`src/common/uart_shadow_pkg.sv`:
```
// constants of the uart shadow-alias and software-reset register group
// assumes an 8-bit byte address on the plain register port
package uart_shadow_pkg;

    // ==================================================================
    // bus geometry
    localparam int ADDR_W = 8;
    localparam int DATA_W = 32;

    // ==================================================================
    // register byte offsets
    localparam logic [7:0] OFF_SOFTWARE_RESET         = 8'h88;
    localparam logic [7:0] OFF_REQUEST_TO_SEND_ALIAS  = 8'h8C;
    localparam logic [7:0] OFF_BREAK_CONTROL_ALIAS    = 8'h90;
    localparam logic [7:0] OFF_DMA_MODE_ALIAS         = 8'h94;
    localparam logic [7:0] OFF_FIFO_ENABLE_ALIAS      = 8'h98;
    localparam logic [7:0] OFF_RECEIVE_TRIGGER_ALIAS  = 8'h9C;
    localparam logic [7:0] OFF_TX_EMPTY_TRIGGER_ALIAS = 8'hA0;

    // ==================================================================
    // software reset fields
    localparam int SWR_WHOLE_PORT = 0;
    localparam int SWR_RX_FLUSH   = 1;
    localparam int SWR_TX_FLUSH   = 2;

    // ==================================================================
    // primary control register field positions
    localparam int QCR_FIFO_ENABLE = 0;
    localparam int QCR_RX_FLUSH    = 1;
    localparam int QCR_TX_FLUSH    = 2;
    localparam int QCR_DMA_MODE    = 3;
    localparam int QCR_TX_TRIG_LO  = 4;
    localparam int QCR_RX_TRIG_LO  = 6;
    localparam int MODEM_RTS       = 1;
    localparam int LINE_BREAK      = 6;

    // ==================================================================
    // values after reset
    localparam logic       RST_RTS         = 1'b0;
    localparam logic       RST_BREAK       = 1'b0;
    localparam logic       RST_DMA_MODE    = 1'b0;
    localparam logic       RST_FIFO_ENABLE = 1'b0;
    localparam logic [1:0] RST_RX_TRIGGER  = 2'h0;
    localparam logic [1:0] RST_TX_TRIGGER  = 2'h0;

    // ==================================================================
    // reset release synchroniser depth, in clock cycles
    localparam int RELEASE_CYCLES = 2;

endpackage

```
`src/rtl/reset_release_sync.sv`:
```
// reset stretcher: asserts at once on a request, releases on the clock
// assumes the request comes from a flip-flop on the same clock
`timescale 1ns/10ps
`default_nettype none

module reset_release_sync
    import uart_shadow_pkg::*;
(
    // clocking
    input  wire logic clk,
    input  wire logic srst,
    input  wire logic ce,
    // request and stretched reset
    input  wire logic req,
    output logic      rst_out
);

    logic [RELEASE_CYCLES-1:0] stage;

    // asynchronous assertion, clocked release
    always_ff @(posedge clk or posedge req) begin
        if (req) begin
            stage <= '1;
        end else if (srst) begin
            stage <= '0;
        end else if (ce) begin
            stage <= {stage[RELEASE_CYCLES-2:0], 1'b0};
        end
    end

    assign rst_out = stage[RELEASE_CYCLES-1];

endmodule // reset_release_sync

`default_nettype wire

```
`src/rtl/uart_shadow_reset_regs.sv`:
```
// uart shadow-alias registers and software reset register
// assumes primary control registers live elsewhere and write through ports
// Summary of operation
// - bit 2 write flushes transmit queue
// - bit 1 write flushes receive queue
// - no FIFOs: flush writes ignored
// - bit 0 resets port, clocked release
// - reset bits write-only, upper bits zero
// - 0x8C bit 0 aliases request-to-send
// - 0x90 bit 0 aliases break control
// - 0x94 bit 0 aliases DMA mode
// - 0x98 bit 0 aliases FIFO enable
// - 0x9C bits 1:0 alias receive trigger
// - queue aliases need FIFOs and shadow
// - 0xA0 needs FIFOs, threshold, shadow options
// - 0xA0 bits mirror transmit-empty trigger
//
// Design decision made here: the address-and-strobe port.
`timescale 1ns/10ps
`default_nettype none

module uart_shadow_reset_regs
    import uart_shadow_pkg::*;
#(
    parameter bit FIFO_PRESENT        = 1'b1,
    parameter bit SHADOW_PRESENT      = 1'b1,
    parameter bit TX_THRESHOLD_OPTION = 1'b1
) (
    // clocking
    input  wire logic                              clk,
    input  wire logic                              srst,
    input  wire logic                              ce,
    // register port
    input  wire logic [uart_shadow_pkg::ADDR_W-1:0] addr,
    input  wire logic [uart_shadow_pkg::DATA_W-1:0] wdata,
    input  wire logic                              wr,
    input  wire logic                              rd,
    output logic      [uart_shadow_pkg::DATA_W-1:0] rdata,
    // primary control register writes
    input  wire logic                              qcr_wr,
    input  wire logic [7:0]                        qcr_wdata,
    input  wire logic                              modem_wr,
    input  wire logic [7:0]                        modem_wdata,
    input  wire logic                              line_wr,
    input  wire logic [7:0]                        line_wdata,
    // shared control state
    output logic                                   rts,
    output logic                                   break_ctl,
    output logic                                   dma_mode,
    output logic                                   fifo_enable,
    output logic      [1:0]                        rx_trigger,
    output logic      [1:0]                        tx_empty_trigger,
    // reset actions
    output logic                                   tx_queue_flush,
    output logic                                   rx_queue_flush,
    output logic                                   whole_port_reset
);

    import uart_shadow_pkg::*;

    // ==================================================================
    // decode
    localparam bit QUEUE_ALIAS = FIFO_PRESENT && SHADOW_PRESENT;
    localparam bit TXT_ALIAS   = QUEUE_ALIAS && TX_THRESHOLD_OPTION;

    logic bus_wr;
    logic bus_rd;
    logic wr_swr;
    logic wr_rts;
    logic wr_brk;
    logic wr_dma;
    logic wr_fen;
    logic wr_rxt;
    logic wr_txt;
    logic port_req;
    logic state_rst;
    logic next_tx_flush;
    logic next_rx_flush;

    assign bus_wr = wr && ce;
    assign bus_rd = rd && ce;
    assign wr_swr = bus_wr && SHADOW_PRESENT && (addr == OFF_SOFTWARE_RESET);
    assign wr_rts = bus_wr && SHADOW_PRESENT && (addr == OFF_REQUEST_TO_SEND_ALIAS);
    assign wr_brk = bus_wr && SHADOW_PRESENT && (addr == OFF_BREAK_CONTROL_ALIAS);
    assign wr_dma = bus_wr && QUEUE_ALIAS && (addr == OFF_DMA_MODE_ALIAS);
    assign wr_fen = bus_wr && QUEUE_ALIAS && (addr == OFF_FIFO_ENABLE_ALIAS);
    assign wr_rxt = bus_wr && QUEUE_ALIAS && (addr == OFF_RECEIVE_TRIGGER_ALIAS);
    assign wr_txt = bus_wr && TXT_ALIAS && (addr == OFF_TX_EMPTY_TRIGGER_ALIAS);

    assign state_rst = srst || whole_port_reset;

    // ==================================================================
    // shared storage, bus alias write wins over a primary write
    always_ff @(posedge clk) begin
        if (state_rst) begin
            rts <= RST_RTS;
        end else if (wr_rts) begin
            rts <= wdata[0];
        end else if (modem_wr && ce) begin
            rts <= modem_wdata[MODEM_RTS];
        end
    end

    always_ff @(posedge clk) begin
        if (state_rst) begin
            break_ctl <= RST_BREAK;
        end else if (wr_brk) begin
            break_ctl <= wdata[0];
        end else if (line_wr && ce) begin
            break_ctl <= line_wdata[LINE_BREAK];
        end
    end

    always_ff @(posedge clk) begin
        if (state_rst) begin
            dma_mode    <= RST_DMA_MODE;
            fifo_enable <= RST_FIFO_ENABLE;
            rx_trigger  <= RST_RX_TRIGGER;
        end else begin
            if (wr_dma) begin
                dma_mode <= wdata[0];
            end else if (qcr_wr && ce) begin
                dma_mode <= qcr_wdata[QCR_DMA_MODE];
            end
            if (wr_fen) begin
                fifo_enable <= wdata[0];
            end else if (qcr_wr && ce) begin
                fifo_enable <= qcr_wdata[QCR_FIFO_ENABLE];
            end
            if (wr_rxt) begin
                rx_trigger <= wdata[1:0];
            end else if (qcr_wr && ce) begin
                rx_trigger <= qcr_wdata[QCR_RX_TRIG_LO+:2];
            end
        end
    end

    always_ff @(posedge clk) begin
        if (state_rst) begin
            tx_empty_trigger <= RST_TX_TRIGGER;
        end else if (wr_txt) begin
            tx_empty_trigger <= wdata[1:0];
        end else if (qcr_wr && ce && TX_THRESHOLD_OPTION) begin
            tx_empty_trigger <= qcr_wdata[QCR_TX_TRIG_LO+:2];
        end
    end

    // ==================================================================
    // reset actions: one-cycle flush pulses from either path, stretched port reset from the reset word only
    always_comb begin
        next_tx_flush = 1'b0;
        next_rx_flush = 1'b0;
        if (FIFO_PRESENT) begin
            next_tx_flush = (wr_swr && wdata[SWR_TX_FLUSH])
                         || (qcr_wr && ce && qcr_wdata[QCR_TX_FLUSH]);
            next_rx_flush = (wr_swr && wdata[SWR_RX_FLUSH])
                         || (qcr_wr && ce && qcr_wdata[QCR_RX_FLUSH]);
        end
    end

    always_ff @(posedge clk) begin
        if (srst) begin
            tx_queue_flush <= 1'b0;
            rx_queue_flush <= 1'b0;
        end else if (ce) begin
            tx_queue_flush <= next_tx_flush;
            rx_queue_flush <= next_rx_flush;
        end
    end

    always_ff @(posedge clk) begin
        if (srst) begin
            port_req <= 1'b0;
        end else if (ce) begin
            port_req <= wr_swr && wdata[SWR_WHOLE_PORT];
        end
    end

    reset_release_sync u_release (
        .clk     (clk),
        .srst    (srst),
        .ce      (ce),
        .req     (port_req),
        .rst_out (whole_port_reset)
    );

    // ==================================================================
    // read data, valid only in the cycle after the strobe
    always_ff @(posedge clk) begin
        if (srst) begin
            rdata <= '0;
        end else if (ce) begin
            rdata <= '0;
            if (bus_rd) begin
                unique case (addr)
                    OFF_REQUEST_TO_SEND_ALIAS: begin
                        rdata[0] <= SHADOW_PRESENT && rts;
                    end
                    OFF_BREAK_CONTROL_ALIAS: begin
                        rdata[0] <= SHADOW_PRESENT && break_ctl;
                    end
                    OFF_DMA_MODE_ALIAS: begin
                        rdata[0] <= QUEUE_ALIAS && dma_mode;
                    end
                    OFF_FIFO_ENABLE_ALIAS: begin
                        rdata[0] <= QUEUE_ALIAS && fifo_enable;
                    end
                    OFF_RECEIVE_TRIGGER_ALIAS: begin
                        rdata[1:0] <= QUEUE_ALIAS ? rx_trigger : 2'h0;
                    end
                    OFF_TX_EMPTY_TRIGGER_ALIAS: begin
                        rdata[1:0] <= TXT_ALIAS ? tx_empty_trigger : 2'h0;
                    end
                    default: begin
                        rdata <= '0;
                    end
                endcase
            end
        end
    end
endmodule // uart_shadow_reset_regs

`default_nettype wire

```
`config.mk`:
```
export PLATFORM = sky130hd
export DESIGN_NAME = uart_shadow_reset_regs
export DESIGN_NICKNAME = d
export VERILOG_FILES = /design/src/common/uart_shadow_pkg.sv /design/src/rtl/reset_release_sync.sv /design/src/rtl/uart_shadow_reset_regs.sv
export SDC_FILE = /design/constraint.sdc
export NUM_CORES = 1
export LEC_CHECK = 0
export BUFFER_PORTS_ARGS = -buffer_cell sky130_fd_sc_hd__buf_4
export CORE_ASPECT_RATIO = 1.4
export CORE_UTILIZATION = 35
export DETAILED_ROUTE_END_ITERATION = 10
export PLACE_DENSITY = 0.79
export SYNTH_ARGS = -nofsm -noshare
export SYNTH_HDL_FRONTEND = slang
export SYNTH_HIERARCHICAL = 1
export SYNTH_SLANG_ARGS = --single-unit
export TNS_END_PERCENT = 50
```
`constraint.sdc`:
```
create_clock -name clk -period 1.4 [get_ports clk]
set_clock_uncertainty 0.05 [all_clocks]
set_input_delay 0.35 -clock clk [delete_from_list [all_inputs] [get_ports clk]]
set_output_delay 0.35 -clock clk [all_outputs]
set_load 0.01 [all_outputs]
```
* After elaboration in Yosys (flattened, before gate mapping)
Index checks and enable logic that the tools add are counted.
** Cells by class
- Equality and inequality tests :: 7
- Multiplexer cells :: 17
- Reduce and logical (&&, ||, !) cells :: 27
** Operators by type and width (count)
- equality test 8 bit, second input constant :: 7
- logical AND 1 bit :: 17
- 2-to-1 mux 2 bit :: 7
- nonzero test 2 bit :: 7
- 2-to-1 mux 1 bit :: 8
- case mux 1 bit (6 select lines) :: 1
- logical OR 1 bit :: 3
- case mux 1 bit (2 select lines) :: 1
** Word-level totals
- Register bits after elaboration :: 45
- Input bits :: 72
- Output and inout port bits :: 43
- Word-level logic and storage cells :: 62

* Longest topological paths before layout
- Depth in word-level cells :: 4
- Mapped depth :: 6
- Mapped depth without buffers :: 4

* Modules after synthesis
The synthesis kept the hierarchy.
** Modules (own cells, without submodules)
- uart_shadow_reset_regs :: instances 1, cells each 127, area an instance 1047.3 um^2, seq. area each 260.2 um^2
- reset_release_sync :: instances 1, cells each 6, area an instance 77.6 um^2, seq. area each 52.6 um^2

* Least setup slack after synthesis
No wires, ideal clock.
- Kind :: input to register
- From :: input port addr[2] (netlist name)
- To :: register rdata[0] (netlist name)
- Data arrival time :: 1146 ps
- Data required time :: 1236 ps
- Setup slack :: 90 ps
- Stages :: 4
- Path buffers :: 0
- Cell sequence :: mux4_2 nand3_1 o211ai_1 a21o_1
** Between the ends
- Longest elaborated chain between the ends :: 3
** RTL lines
- start: declaration :: RTL line uart_shadow_reset_regs.sv:34 : input wire logic [uart_shadow_pkg::ADDR_W-1:0] addr,
- equality test 8 bit :: RTL line uart_shadow_reset_regs.sv:195 : unique case (addr)
- case mux 1 bit (6 select lines) * :: RTL line uart_shadow_reset_regs.sv:195
- 2-to-1 mux 2 bit * :: RTL line uart_shadow_reset_regs.sv:194 : if (bus_rd) begin
- end: declaration :: RTL line uart_shadow_reset_regs.sv:38 : output logic [uart_shadow_pkg::DATA_W-1:0] rdata,
Every way passes the cells marked *; elsewhere a longest branch is shown, timed or not.
A chain may end at the register's enable or synchronous reset.

* Worst setup path in the final report
- From :: register rx_trigger[0]
- To :: register rdata[0] (netlist name)
** Between the ends
- Longest elaborated chain between the ends :: 2
** RTL lines
- start: declaration :: RTL line uart_shadow_reset_regs.sv:51 : output logic [1:0] rx_trigger,
- start signal: assignment :: RTL line uart_shadow_reset_regs.sv:131 : rx_trigger <= wdata[1:0];
- start signal: assignment :: RTL line uart_shadow_reset_regs.sv:133 : rx_trigger <= qcr_wdata[QCR_RX_TRIG_LO+:2];
- case mux 1 bit (6 select lines) :: RTL line uart_shadow_reset_regs.sv:195
- 2-to-1 mux 2 bit :: RTL line uart_shadow_reset_regs.sv:194
Every way passes these cells.

==> flow_summary.json <==
{
  "total_power_mw": 1.05,
  "path_cells": "mux4_2, nand3_1, o211ai_1, a21o_1",
  "numCtsBuffers": 3,
  "post-route-min-period_ps": 1340,
  "r2r_slack_ps": 60,
  "drc_errors": 0,
  "cts-root-buf": "clkbuf_8",
  "critPathKind": "flop to flop",
  "crit_required_ps": 1500,
  "start_util": 0.364,
  "start_kind": "flop",
  "seq_area_frac_synth": 0.278,
  "cp_max_fo": 3,
  "synth_area_leaders": "dfxtp_1 (23%), buf_4 (21%), dfstp_2 (4.7%), nor2_1 (4.7%), nand3_1 (4.4%)",
  "cpMaxStageDelayCell": "mux4_2",
  "cts.sinks": 15,
  "synth.yosys.warnings": 6,
  "postSynthAreaPerCell_um2": 8.46,
  "layout-drive-gt1-share": 0.356,
  "hold_violations": 0,
  "fill_cells": 328,
  "maxClockFrequency_ghz": 0.745,
  "grt_pass1_wl_um": 4050,
  "synth.distinct_cells": 37,
  "n_antenna_cell": 0,
  "grtUsageTotal": 0.150,
  "synth_seq_cells": 15,
  "p_leak_nw": 0.691,
  "synth-main-ff-cell": "dfxtp_1",
  "die_x_um": 49.9,
  "cp.arrival_ps": 1440,
  "viasPerCell": 4.68,
  "core_mm2": 0.00309,
  "setup_viol": 0,
  "nets": 253,
  "post-cts-setup-buffer-count": 0,
  "final_common_cell": "buf_4",
  "cts_hold_buf": 0,
  "synth_cells": 133,
  "whs_ps": 180,
  "grt_max_degree": 14,
  "grt-ovfl-total": 0,
  "cts_buffer_depth": 2,
  "die-area_mm2": 0.00345,
  "syn_area_mm2": 0.00112,
  "yosysTopAreaCell": "dfxtp_1",
  "grt_pass1_vias": 897,
  "grt_antenna_before_repair": 0,
  "cpPeakStageDelay_ps": 480,
  "power_density_mw_per_mm2": 732,
  "place.gp.congestion": 0.811,
  "wl_um": 2560,
  "ir_worst_vdd_v": 0.000508,
  "endpoint_kind": "flop",
  "layout_common_cells": "buf_4 (49), conb_1 (30), nor2_1 (14)",
  "numPortBuffers": 41,
  "clk_latency_ps": 250,
  "first_pass_iters": 3,
  "drt-initial-drc-count": 19,
  "path_clk_slew_ps": 60,
  "synth_top_area_share": 0.231,
  "htree_num_levels": 1,
  "area_growth_pct": 27.8,
  "status": "completed",
  "ios": 115,
  "rows": 24,
  "finalCritPeriodShare": 0.958,
  "ant_nets": 0,
  "maxCapViolCount": 0,
  "maxSlewViolCount": 0,
  "via_count": 1024,
  "rsz0062_at_grt": "false",
  "die_y_um": 69.1,
  "hp-class": "flop to async pin",
  "dp_hpwl_um": 2020,
  "path_delay_family": "multiplexers",
  "tritoncts": "done",
  "routedWlPerCell_um": 11.7,
  "crit_buf_inv": 0,
  "synthArstFlopShare": 0.133,
  "synth_edf_count": 0
}
[worst paths after layout]
kind	from	end	depth (start not counted)
worst max-delay path	rx_trigger[0]	rdata[0]	4
worst min-delay path	port_req	u_release/stage[0]	1
worst max register to register	rx_trigger[0]	rdata[0]	4
worst min register to register	port_req	u_release/stage[0]	1
max in group asynchronous	port_req	u_release/stage[1]	1
min in group clk	srst	u_release/stage[0]	2
[synthesized netlist by cell type, types with 2 or more instances]
| master | count |
|---|---|
| buf_4 | 31 |
| nor2_1 | 14 |
| dfxtp_1 | 13 |
| nand2_1 | 12 |
| nand3_1 | 10 |
| a21oi_1 | 6 |
| a311oi_1 | 5 |
| mux2i_1 | 4 |
| nand4_1 | 4 |
| nor3b_1 | 3 |
| a21o_1 | 2 |
| dfstp_2 | 2 |
| inv_1 | 2 |
| nor3_1 | 2 |
[routing by layer]
layer	vias up	global-route usage	wire length, µm
met4	0	0.0571	24
met3	2	0.0287	147
met5	-	0	0
li1	502	-	-
met1	474	0.176	1060
met2	46	0.261	1320
[state kept, by name, summed over array words and instances (netlist names)]
| name | count |
|---|---|
| break_ctl | 1 |
| tx_queue_flush | 1 |
| rts | 1 |
| rx_queue_flush | 1 |
| rx_trigger | 2 |
| fifo_enable | 1 |
| dma_mode | 1 |
| rdata | 2 |
| u_release/stage | 2 |
| tx_empty_trigger | 2 |
| port_req | 1 |
[cell type report]
cell class              instances  area, µm²  area share
multi-input cells             110        654       0.455
repair buffers                 49        368       0.256
flip-flops and latches         15        313       0.218
well taps                      39       48.8      0.0339
clock buffers                   3       41.3      0.0287
inverters                       2       7.51     0.00522
clock inverters                 1       5.00     0.00348
[stage by stage]
step / utilization / setup TNS [ps] / setup WS (ps) / cell area, µm² / std cells
after floorplan: - / 0 / 89.8 / 1230 / 162
after global placement: 0.448 / -961 / -127 / 1390 / 215
after detailed placement: 0.448 / -1180 / -155 / 1390 / 215
after CTS: 0.463 / 0 / 47.8 / 1430 / 219
after global routing: 0.465 / 0 / 16.0 / 1440 / 219
final: 0.465 / 0 / 58.4 / 1440 / 219
[power by group]
group	switching (mW)	internal, mW
clock network	0.158	0.197
registers	0.0119	0.442
logic	0.128	0.115
[kinds of logic after synthesis]
kind of cell,Yosys count,share of synthesized area
DFF,15,0.278
and+or+nand+nor,56,0.295
buffers and inverters,37,0.242
other,1,0.00333
AOI/OAI and AO/OA,18,0.116
muxes,6,0.0656
[what timing repair did]
item | CTS | global route
endpoints found under the hold margin | 0 | 0
gates resized for setup | 0 | 1
endpoints found under the setup margin | 0 | 1
No activity file was read; power rests on OpenSTA's default activity.
